[src/rtl/mcpah_pkg.sv]
// Overview of operation
// - Type 04h select: power cycle, then card reset
// - Zoned select sets page write size 16
// - Successful replies other than verify end with 90h 00h
// - Zoned B0h user read, B1h config/fuse read
// - Zoned address bits 10..8 from zone byte
// - B1h with address 80h reads fuse
// - D0h user write, D1h config/fuse write
// - Read returns length bytes in address order
// - Selector nibble: read flag, set, 0111 secure
// - Verify reply 90h plus card retry counter
// - Type 05h select: cycle, reset, 10-bit family
// - Ten-bit B0h read, address from two bytes
package mcpah_pkg;

   // -------------------------------------------------------------
   // Command bytes and header layout
   // -------------------------------------------------------------
   localparam logic [7:0] CLA_PSEUDO = 8'hFF;
   localparam logic [7:0] INS_SELECT = 8'hA4;
   localparam logic [7:0] INS_READ_USER = 8'hB0;
   localparam logic [7:0] INS_READ_CFG = 8'hB1;
   localparam logic [7:0] INS_WRITE_USER = 8'hD0;
   localparam logic [7:0] INS_WRITE_CFG = 8'hD1;
   localparam logic [7:0] INS_VERIFY_PW = 8'h20;
   localparam logic [7:0] INS_AUTH_START = 8'h84;
   localparam logic [7:0] INS_AUTH_FINISH = 8'h82;
   localparam logic [7:0] TYPE_ZONED = 8'h04;
   localparam logic [7:0] TYPE_TENBIT = 8'h05;
   localparam logic [7:0] FUSE_ADDR = 8'h80;
   localparam logic [7:0] P_ZERO = 8'h00;
   localparam logic [7:0] LEN_SELECT = 8'h01;
   localparam logic [7:0] LEN_PW = 8'h04;
   localparam logic [7:0] LEN_AUTH = 8'h08;
   localparam logic [8:0] IDX_CLA = 9'h000;
   localparam logic [8:0] IDX_INS = 9'h001;
   localparam logic [8:0] IDX_P1 = 9'h002;
   localparam logic [8:0] IDX_P2 = 9'h003;
   localparam logic [8:0] IDX_LEN = 9'h004;
   localparam logic [8:0] HDR_LEN = 9'h005;
   localparam logic [8:0] RX_IDX_MAX = 9'h104;

   // -------------------------------------------------------------
   // Password selector and retry counter
   // -------------------------------------------------------------
   localparam int PW_READ_BIT = 3;
   localparam logic [3:0] PW_SEL_SECURE = 4'h7;
   localparam logic [7:0] CNT_SUCCESS = 8'hFF;
   localparam logic [7:0] CNT_LOCKED = 8'h00;

   // -------------------------------------------------------------
   // Page size and status words
   // -------------------------------------------------------------
   localparam logic [7:0] PAGE_DEFAULT = 8'h08;
   localparam logic [7:0] PAGE_ZONED = 8'h10;
   localparam logic [7:0] SW1_OK = 8'h90;
   localparam logic [15:0] SW_OK = 16'h9000;
   localparam logic [15:0] SW_WRONG_LEN = 16'h6700;
   localparam logic [15:0] SW_BAD_P = 16'h6A86;
   localparam logic [15:0] SW_NO_TYPE = 16'h6985;
   localparam logic [15:0] SW_BAD_INS = 16'h6D00;
   localparam logic [15:0] SW_BAD_CLA = 16'h6E00;

   // -------------------------------------------------------------
   // Widths and types
   // -------------------------------------------------------------
   localparam int BUF_AW = 8;
   localparam int ADDR_W = 11;

   typedef enum logic [1:0] {FAM_NONE, FAM_ZONED, FAM_TENBIT} mcpah_family_t;

   typedef enum logic [3:0] {
      OP_NONE, OP_POWER_CYCLE, OP_RESET, OP_USER_READ, OP_CFG_READ, OP_FUSE_READ,
      OP_USER_WRITE, OP_CFG_WRITE, OP_FUSE_WRITE, OP_PW_BYTE, OP_AUTH_START,
      OP_AUTH_FINISH
   } mcpah_op_t;

endpackage : mcpah_pkg

[src/rtl/mcpah_buf.sv]
// Command data byte store, registered read port
module mcpah_buf (
   input wire logic ref_clk,
   input wire logic ce,
   input wire logic we,
   input wire logic [mcpah_pkg::BUF_AW-1:0] waddr,
   input wire logic [7:0] wdata,
   input wire logic [mcpah_pkg::BUF_AW-1:0] raddr,
   output logic [7:0] rdata
);

   logic [7:0] mem [0:(1 << mcpah_pkg::BUF_AW)-1];

   // No reset on the array; stale bytes are never read past the frame
   always_ff @(posedge ref_clk) begin
      if (ce) begin
         if (we) begin
            mem[waddr] <= wdata;
         end
         rdata <= mem[raddr];
      end
   end

endmodule : mcpah_buf

[src/rtl/mcpah_top.sv]
module mcpah_top (
   input wire logic ref_clk,
   input wire logic reset,
   input wire logic ce,
   input wire logic cmd_valid,
   input wire logic [7:0] cmd_data,
   input wire logic cmd_last,
   output logic cmd_ready,
   output logic rsp_valid,
   output logic [7:0] rsp_data,
   output logic rsp_last,
   input wire logic rsp_ready,
   input wire logic card_present,
   output logic card_req,
   output mcpah_pkg::mcpah_op_t card_op,
   output logic [mcpah_pkg::ADDR_W-1:0] card_addr,
   output logic [7:0] card_wdata,
   input wire logic card_ack,
   input wire logic [7:0] card_rdata,
   output logic card_pw_read,
   output logic [2:0] card_pw_set,
   output logic card_pw_secure,
   output mcpah_pkg::mcpah_family_t card_family,
   output logic [7:0] page_size,
   output logic [7:0] retry_counter,
   output logic pw_verified,
   output logic pw_locked
);

   typedef enum logic [3:0] {
      S_RX, S_DECODE, S_FETCH, S_LOAD, S_CARD, S_OUT, S_STATUS, S_SW1, S_SW2
   } mcpah_state_t;

   mcpah_state_t state;
   logic [8:0] rx_idx;
   logic [7:0] hdr_cla;
   logic [7:0] hdr_ins;
   logic [7:0] hdr_p1;
   logic [7:0] hdr_p2;
   logic [7:0] hdr_len;
   logic [7:0] data0;
   logic [7:0] cnt;
   logic [7:0] job_n;
   logic [mcpah_pkg::ADDR_W-1:0] job_base;
   logic job_mem;
   logic [15:0] sw;
   mcpah_pkg::mcpah_family_t pend_family;
   logic [7:0] buf_rdata;

   // -------------------------------------------------------------
   // Receive side and data store
   // -------------------------------------------------------------
   wire logic accept = cmd_valid && cmd_ready;
   wire logic in_data = rx_idx >= mcpah_pkg::HDR_LEN;
   wire logic buf_we = (state == S_RX) && accept && in_data && (rx_idx < mcpah_pkg::RX_IDX_MAX);
   wire logic [8:0] data_ofs = rx_idx - mcpah_pkg::HDR_LEN;
   wire logic [8:0] data_cnt = in_data ? data_ofs : 9'h000;
   wire logic [mcpah_pkg::BUF_AW-1:0] buf_waddr = data_ofs[mcpah_pkg::BUF_AW-1:0];

   mcpah_buf u_buf (
      .ref_clk(ref_clk),
      .ce(ce),
      .we(buf_we),
      .waddr(buf_waddr),
      .wdata(cmd_data),
      .raddr(cnt),
      .rdata(buf_rdata)
   );

   // -------------------------------------------------------------
   // Command decode
   // -------------------------------------------------------------
   wire logic fam_z = card_family == mcpah_pkg::FAM_ZONED;
   wire logic fam_t = card_family == mcpah_pkg::FAM_TENBIT;
   wire logic ins_b0 = hdr_ins == mcpah_pkg::INS_READ_USER;
   wire logic ins_b1 = hdr_ins == mcpah_pkg::INS_READ_CFG;
   wire logic ins_d0 = hdr_ins == mcpah_pkg::INS_WRITE_USER;
   wire logic ins_d1 = hdr_ins == mcpah_pkg::INS_WRITE_CFG;
   wire logic ins_as = hdr_ins == mcpah_pkg::INS_AUTH_START;
   wire logic ins_af = hdr_ins == mcpah_pkg::INS_AUTH_FINISH;
   wire logic is_sel = hdr_ins == mcpah_pkg::INS_SELECT;
   wire logic is_rd_z = fam_z && (ins_b0 || ins_b1);
   wire logic is_wr_z = fam_z && (ins_d0 || ins_d1);
   wire logic is_rd_t = fam_t && ins_b0;
   wire logic is_pw = fam_z && (hdr_ins == mcpah_pkg::INS_VERIFY_PW);
   wire logic is_auth = fam_z && (ins_as || ins_af);
   wire logic is_fuse = fam_z && (hdr_p2 == mcpah_pkg::FUSE_ADDR) && (ins_b1 || ins_d1);
   wire logic known = is_sel || is_rd_z || is_wr_z || is_rd_t || is_pw || is_auth;
   wire logic p_zero = (hdr_p1 == mcpah_pkg::P_ZERO) && (hdr_p2 == mcpah_pkg::P_ZERO);
   wire logic data_match = data_cnt == {1'b0, hdr_len};
   wire logic len_sel = (hdr_len == mcpah_pkg::LEN_SELECT) && data_match;
   wire logic len_pw = (hdr_len == mcpah_pkg::LEN_PW) && data_match;
   wire logic len_auth = (hdr_len == mcpah_pkg::LEN_AUTH) && data_match;
   wire logic len_mem = is_wr_z ? data_match : (data_cnt == 9'h000);
   wire logic len_ok = is_sel ? len_sel : is_pw ? len_pw : is_auth ? len_auth : len_mem;
   wire logic par_ok = (is_sel || is_pw || is_auth) ? p_zero : 1'b1;
   // Only the two documented card types may touch the card
   wire logic type_ok = !is_sel || (data0 == mcpah_pkg::TYPE_ZONED) ||
                        (data0 == mcpah_pkg::TYPE_TENBIT);
   wire logic [15:0] unknown_sw = (card_family == mcpah_pkg::FAM_NONE) ?
                                  mcpah_pkg::SW_NO_TYPE : mcpah_pkg::SW_BAD_INS;
   // Error priority: short frame, class, opcode, length, parameters
   wire logic [15:0] dec_sw = (rx_idx < mcpah_pkg::HDR_LEN) ? mcpah_pkg::SW_WRONG_LEN :
                              (hdr_cla != mcpah_pkg::CLA_PSEUDO) ? mcpah_pkg::SW_BAD_CLA :
                              !known ? unknown_sw :
                              !len_ok ? mcpah_pkg::SW_WRONG_LEN :
                              !(par_ok && type_ok) ? mcpah_pkg::SW_BAD_P :
                              mcpah_pkg::SW_OK;
   wire logic dec_ok = dec_sw == mcpah_pkg::SW_OK;
   wire logic wr_ins = ins_d0 || ins_d1;

   // Opcode mapping for the selected family
   wire mcpah_pkg::mcpah_op_t dec_op =
      is_sel ? mcpah_pkg::OP_POWER_CYCLE :
      is_pw ? mcpah_pkg::OP_PW_BYTE :
      (is_auth && ins_as) ? mcpah_pkg::OP_AUTH_START :
      is_auth ? mcpah_pkg::OP_AUTH_FINISH :
      is_fuse ? (wr_ins ? mcpah_pkg::OP_FUSE_WRITE : mcpah_pkg::OP_FUSE_READ) :
      ins_b1 ? mcpah_pkg::OP_CFG_READ :
      ins_d1 ? mcpah_pkg::OP_CFG_WRITE :
      ins_d0 ? mcpah_pkg::OP_USER_WRITE :
      mcpah_pkg::OP_USER_READ;
   wire logic [7:0] dec_n = is_sel ? mcpah_pkg::LEN_SELECT : hdr_len;
   wire logic dec_mem = is_wr_z || is_pw || is_auth;
   // Zone byte only for zoned memory; fuse access ignores it
   wire logic [mcpah_pkg::ADDR_W-1:0] dec_base =
      is_fuse ? {3'h0, hdr_p2} :
      fam_t ? {1'b0, hdr_p1[1:0], hdr_p2} :
      (is_pw || is_auth || is_sel) ? {mcpah_pkg::ADDR_W{1'b0}} :
      {hdr_p1[2:0], hdr_p2};
   wire logic is_read_op = (card_op == mcpah_pkg::OP_USER_READ) ||
                           (card_op == mcpah_pkg::OP_CFG_READ) ||
                           (card_op == mcpah_pkg::OP_FUSE_READ);
   wire logic job_last = cnt == (job_n - 8'h01);
   wire logic [mcpah_pkg::ADDR_W-1:0] next_addr = job_base + {3'h0, cnt};
   wire mcpah_pkg::mcpah_family_t sel_family = (data0 == mcpah_pkg::TYPE_ZONED) ?
                                               mcpah_pkg::FAM_ZONED : mcpah_pkg::FAM_TENBIT;

   // -------------------------------------------------------------
   // Receive frame capture
   // -------------------------------------------------------------
   always_ff @(posedge ref_clk) begin
      if (reset) begin
         rx_idx <= 9'h000;
         hdr_cla <= 8'h00;
         hdr_ins <= 8'h00;
         hdr_p1 <= 8'h00;
         hdr_p2 <= 8'h00;
         hdr_len <= 8'h00;
         data0 <= 8'h00;
      end else if (ce) begin
         if (state == S_SW2 && rsp_ready) begin
            rx_idx <= 9'h000;
         end else if (state == S_RX && accept) begin
            // Overlong frames stop counting and fail the length check
            if (rx_idx <= mcpah_pkg::RX_IDX_MAX) begin
               rx_idx <= rx_idx + 9'h001;
            end
            if (rx_idx == mcpah_pkg::IDX_CLA) hdr_cla <= cmd_data;
            if (rx_idx == mcpah_pkg::IDX_INS) hdr_ins <= cmd_data;
            if (rx_idx == mcpah_pkg::IDX_P1) hdr_p1 <= cmd_data;
            if (rx_idx == mcpah_pkg::IDX_P2) hdr_p2 <= cmd_data;
            if (rx_idx == mcpah_pkg::IDX_LEN) hdr_len <= cmd_data;
            if (rx_idx == mcpah_pkg::HDR_LEN) data0 <= cmd_data;
         end
      end
   end

   // -------------------------------------------------------------
   // Sequencer: card steps, reply bytes, status word
   // -------------------------------------------------------------
   always_ff @(posedge ref_clk) begin
      if (reset) begin
         state <= S_RX;
         cmd_ready <= 1'b1;
         rsp_valid <= 1'b0;
         rsp_data <= 8'h00;
         rsp_last <= 1'b0;
         card_req <= 1'b0;
         card_op <= mcpah_pkg::OP_NONE;
         card_addr <= {mcpah_pkg::ADDR_W{1'b0}};
         card_wdata <= 8'h00;
         card_pw_read <= 1'b0;
         card_pw_set <= 3'h0;
         card_pw_secure <= 1'b0;
         card_family <= mcpah_pkg::FAM_NONE;
         page_size <= mcpah_pkg::PAGE_DEFAULT;
         retry_counter <= 8'h00;
         pw_verified <= 1'b0;
         pw_locked <= 1'b0;
         cnt <= 8'h00;
         job_n <= 8'h00;
         job_base <= {mcpah_pkg::ADDR_W{1'b0}};
         job_mem <= 1'b0;
         sw <= mcpah_pkg::SW_OK;
         pend_family <= mcpah_pkg::FAM_NONE;
      end else if (ce) begin
         case (state)
            S_RX: begin
               if (accept && cmd_last) begin
                  cmd_ready <= 1'b0;
                  state <= S_DECODE;
               end
            end
            S_DECODE: begin
               cnt <= 8'h00;
               job_n <= dec_n;
               job_base <= dec_base;
               job_mem <= dec_mem;
               card_op <= dec_op;
               card_addr <= dec_base;
               pend_family <= sel_family;
               sw <= dec_sw;
               // Selector nibble: access kind, set number, secure code
               card_pw_read <= data0[mcpah_pkg::PW_READ_BIT];
               card_pw_set <= data0[2:0];
               card_pw_secure <= data0[3:0] == mcpah_pkg::PW_SEL_SECURE;
               if (!dec_ok || dec_n == 8'h00) begin
                  state <= S_STATUS;
               end else if (dec_mem) begin
                  state <= S_FETCH;
               end else begin
                  card_req <= 1'b1;
                  state <= S_CARD;
               end
            end
            S_FETCH: begin
               state <= S_LOAD;
            end
            S_LOAD: begin
               card_wdata <= buf_rdata;
               card_addr <= next_addr;
               card_req <= 1'b1;
               state <= S_CARD;
            end
            S_CARD: begin
               if (card_ack) begin
                  card_req <= 1'b0;
                  cnt <= cnt + 8'h01;
                  if (card_op == mcpah_pkg::OP_POWER_CYCLE) begin
                     // Power cycle is always followed by a card reset
                     card_op <= mcpah_pkg::OP_RESET;
                     card_req <= 1'b1;
                     cnt <= 8'h00;
                  end else if (card_op == mcpah_pkg::OP_RESET) begin
                     card_family <= pend_family;
                     if (pend_family == mcpah_pkg::FAM_ZONED) begin
                        page_size <= mcpah_pkg::PAGE_ZONED;
                     end
                     state <= S_STATUS;
                  end else if (is_read_op) begin
                     rsp_valid <= 1'b1;
                     rsp_data <= card_rdata;
                     rsp_last <= 1'b0;
                     state <= S_OUT;
                  end else if (job_last) begin
                     if (card_op == mcpah_pkg::OP_PW_BYTE) begin
                        retry_counter <= card_rdata;
                        sw <= {mcpah_pkg::SW1_OK, card_rdata};
                        pw_verified <= card_rdata == mcpah_pkg::CNT_SUCCESS;
                        pw_locked <= card_rdata == mcpah_pkg::CNT_LOCKED;
                     end
                     state <= S_STATUS;
                  end else begin
                     state <= S_FETCH;
                  end
               end
            end
            S_OUT: begin
               if (rsp_ready) begin
                  rsp_valid <= 1'b0;
                  if (cnt == job_n) begin
                     state <= S_STATUS;
                  end else begin
                     card_addr <= next_addr;
                     card_req <= 1'b1;
                     state <= S_CARD;
                  end
               end
            end
            S_STATUS: begin
               rsp_valid <= 1'b1;
               rsp_data <= sw[15:8];
               rsp_last <= 1'b0;
               state <= S_SW1;
            end
            S_SW1: begin
               if (rsp_ready) begin
                  rsp_data <= sw[7:0];
                  rsp_last <= 1'b1;
                  state <= S_SW2;
               end
            end
            S_SW2: begin
               if (rsp_ready) begin
                  rsp_valid <= 1'b0;
                  rsp_last <= 1'b0;
                  cmd_ready <= 1'b1;
                  state <= S_RX;
               end
            end
            default: begin
               state <= S_RX;
            end
         endcase
         // Card removal drops the family and page size back to defaults
         if (!card_present) begin
            card_family <= mcpah_pkg::FAM_NONE;
            page_size <= mcpah_pkg::PAGE_DEFAULT;
         end
      end
   end
endmodule : mcpah_top

[config.mk]
export PLATFORM = sky130hd
export DESIGN_NAME = mcpah_top
export DESIGN_NICKNAME = d
export VERILOG_FILES = /design/src/rtl/mcpah_pkg.sv /design/src/rtl/mcpah_buf.sv /design/src/rtl/mcpah_top.sv
export SDC_FILE = /design/constraint.sdc
export NUM_CORES = 2
export LEC_CHECK = 0
export BUFFER_PORTS_ARGS = -buffer_cell sky130_fd_sc_hd__buf_2
export CAP_MARGIN = 10
export CORE_MARGIN = 4
export CORE_UTILIZATION = 37
export CTS_BUF_LIST = sky130_fd_sc_hd__clkbuf_8 sky130_fd_sc_hd__clkbuf_16
export DETAILED_ROUTE_END_ITERATION = 10
export SYNTH_ARGS = -nofsm -noshare
export SYNTH_HDL_FRONTEND = slang
export SYNTH_HIERARCHICAL = 1
export SYNTH_SLANG_ARGS = --single-unit
[constraint.sdc]
create_clock -name ref_clk -period 5.12 [get_ports ref_clk]
set_clock_uncertainty 0.15 [all_clocks]
set_input_delay 0 -clock ref_clk [delete_from_list [all_inputs] [get_ports ref_clk]]
set_output_delay 0 -clock ref_clk [all_outputs]
set_load 0.1 [all_outputs]
==> results_dict.tcl <==
set metrics [dict create \
    status "complete, no violations" \
    grt_max_degree 158 \
    layout_commonest_cell "edfxtp_1" \
    syn_area_per_cell_um2 18.43 \
    ys_top_cells_by_area "edfxtp_1 (70%), mux4_2 (10%), dfxtp_1 (3.6%), mux2i_1 (2.5%), nor2_1 (1.9%)" \
    area_delta_synth_final_pct 14.12 \
    wl_met1_mm 95.79 \
    fin_nets 5118 \
    place_hpwl_mm 147.2 \
    met2_length_mm 111.8 \
    core_area_um2 237600 \
    cts_sinks 2214 \
    drc 0 \
    port_buffers 77 \
    route.met3.wl_mm 20.07 \
    grt_pass1_wl_mm 337.6 \
    post_synth_and_or_nand_nor_area_fraction_pct 4.957 \
    cts_made_buffers 213 \
    cts_root_buf "clkbuf_16" \
    drtIter0Drc 5226 \
    core.rowCount 179 \
    crit_required_ns 5.48 \
    synth.area.mux_share_pct 13.99 \
    crit_fanout 19 \
    wl_per_cell_um 27.76 \
    antenna_found_initial 11 \
    drt-pass1-iter-count 6 \
    syn_inst 4794 \
    crit_family "simple AND/OR/NAND/NOR gates" \
    routed_wirelength_mm 234.1 \
    ys_warn_count 6 \
    mostFrequentLayoutCells "edfxtp_1 (2,056), nor2_1 (444), mux4_2 (397)" \
    ys_types 102 \
    crit_top_cell "a31oi_1" \
    top_layer "met5" \
    cp-end-kind "flip-flop" \
    worstPathArrival_ns 5.03 \
    stdcell_area_um2 100800 \
    top_level_ports 84 \
    synth_top_area_cell "edfxtp_1" \
    drive_above_1_share_pct 20.71 \
    critPathKind "reg -> reg" \
    cts_max_path_buffers 3 \
    place_area_um2 92970 \
    slew_headroom_pct 20.81 \
    worstMarginPinSlew_ns 1.188 \
    gp_congestion 0.8703 \
    synth-edff-count 2056 \
    synth_top_family_by_area "multiplexers" \
    synth_flop_cell "edfxtp_1" \
    tritoncts "yes" \
    period_needed_ns 4.670 \
    finalCritPeriodShare_pct 91.21 \
    p_leak_nw 30.98 \
    final.fill_count 20561 \
    tns_ns 0 \
    synth_seq_cells 2214 \
    synth_area_um2 88340 \
    setup_viol 0 \
    slowest_stage "nor2_1" \
    grt_overflow 0 \
    die_w_um 496.6 \
    drtAntennaViolNets 0 \
    vdd_ir_drop_max_mv 0.3561 \
    hold_viol 0 \
    clock_latency_ns 0.88 \
    slew_violations 0 \
    h-tree-depth 4 \
    grt_pass1_vias 46905 \
    vias 47802 \
    cp_cell_sequence "ha_1 -> o31ai_2 -> a31oi_1 -> a31oi_1 -> nor3_1 -> and2_1 -> nand3_1 -> nor2_1" \
    initial_utilization_pct 37.17 \
    via_per_inst 5.668 \
    power_density_nw_per_um2 369.1 \
    worstPathBufferInverterCount 0 \
    fmax_ghz 0.2141 \
    max-cap-violations 0 \
    ys_seq_area_share_pct 73.47 \
    path_clk_slew_ns 0.06 \
    worst_setup_path_start_kind "flip-flop" \
    synthArstFlopShare_pct 0 \
    dieArea_um2 246600 \
    cts_setup_buffers 0 \
    grt_use_total_pct 18.72 \
    max_stage_delay_ns 0.84 \
    synth_compound_area_share_pct 4.707 \
    synth_fa_ha_area_share_pct 0.2351 \
    rsz0062_at_grt "false" \
    synth-xor-area-share_pct 0.3867 \
    die_y_um 496.6 \
    min_path_type "in -> reg" \
    netlist.area_leader.share_pct 69.89 \
]
## flip-flops by register name, summed over array words and instances, names as in the netlist, 9 cells and up
name and flops:
u_buf/mem 2048, sw 14, card_addr 11, job_base 11, rx_idx 9
## worst register-to-register path, stage by stage, from the launching register on
cell     delay [ns]
dfxtp_1        0.62
ha_1           0.32
o31ai_2        0.12
a31oi_1        0.28
a31oi_1        0.06
nor3_1         0.48
and2_1         0.64
nand3_1        0.78
nor2_1         0.86
## path summary, 6_finish.rpt
check	endpoint	slack (ns)	startpoint	depth (start not counted)
worst max register to register	u_buf/mem[147][0]$_DFFE_PP_	0.45	rx_idx[0]$_SDFFE_PP0P_	8
worst min-delay path	card_req$_SDFFE_PP0P_	0.11	card_ack	7
worst min register to register	card_pw_read$_SDFFE_PP0P_	0.31	card_pw_read$_SDFFE_PP0P_	2
worst max-delay path	u_buf/mem[147][0]$_DFFE_PP_	0.45	rx_idx[0]$_SDFFE_PP0P_	8
## synth_stat cells, types with 38 or more instances
| cell type | number |
|---|---|
| a21oi_1 | 175 |
| a22oi_1 | 138 |
| buf_2 | 43 |
| clkbuf_1 | 144 |
| dfxtp_1 | 158 |
| edfxtp_1 | 2056 |
| mux2i_1 | 222 |
| mux4_1 | 45 |
| mux4_2 | 397 |
| nand2_1 | 131 |
| nand3_1 | 76 |
| nor2_1 | 447 |
| nor2b_1 | 38 |
| nor3_1 | 46 |
| o221ai_1 | 46 |
| o22ai_1 | 45 |
## what timing repair did
item	4_1_cts	5_1_grt
hold buffers	56	0
endpoints found under the setup margin	0	0
endpoints found under the hold margin	1715	0
gates resized for setup	0	0
## power by group
part           internal [mW]  switching (mW)
Clock                   9.11            6.95
Combinational          0.474           0.881
Sequential              19.8          0.0335
## through the flow
step	hold slack [ns]	total power [mW]	utilization [%]	setup WS, ns	instances
final	0.1135	37.21	42.42	0.4502	8433
after detailed placement	0.1162	21.53	39.13	0.5667	7974
after global placement	0.1076	21.51	39.13	0.6336	7974
after CTS	0.03848	37.55	42.42	0.5341	8430
after floorplan	-0.05113	20.97	-	1.823	4799
after global routing	0.1009	38.44	42.42	0.2159	8432
## layer usage
| metal | track usage [%] | vias up |
|---|---|---|
| met2 | 29.98 | 2194 |
| li1 | - | 20077 |
| met1 | 25.98 | 25175 |
| met3 | 3.853 | 352 |
| met5 | 0 | - |
| met4 | 5.513 | 4 |
## cell families after synthesis
family                     after synthesis
other                                    1
adders and majority gates               16
buffers and inverters                  329
DFF                                   2214
AOI/OAI and AO/OA                      606
xor gates and xnor gates                39
muxes                                  665
and+or+nand+nor                        924
## final cells by class
class	instances	area (µm²)	area share (%)
clock buffers	215	5358	5.315
diodes	3	7.507	0.007447
repair buffers	366	3050	3.026
well taps	3167	3963	3.931
multi-input cells	2256	21510	21.34
inverters	27	101.3	0.1005
clock inverters	185	1899	1.884
flip-flops and latches	2214	64920	64.40
Power figures use the tool's default switching activity.
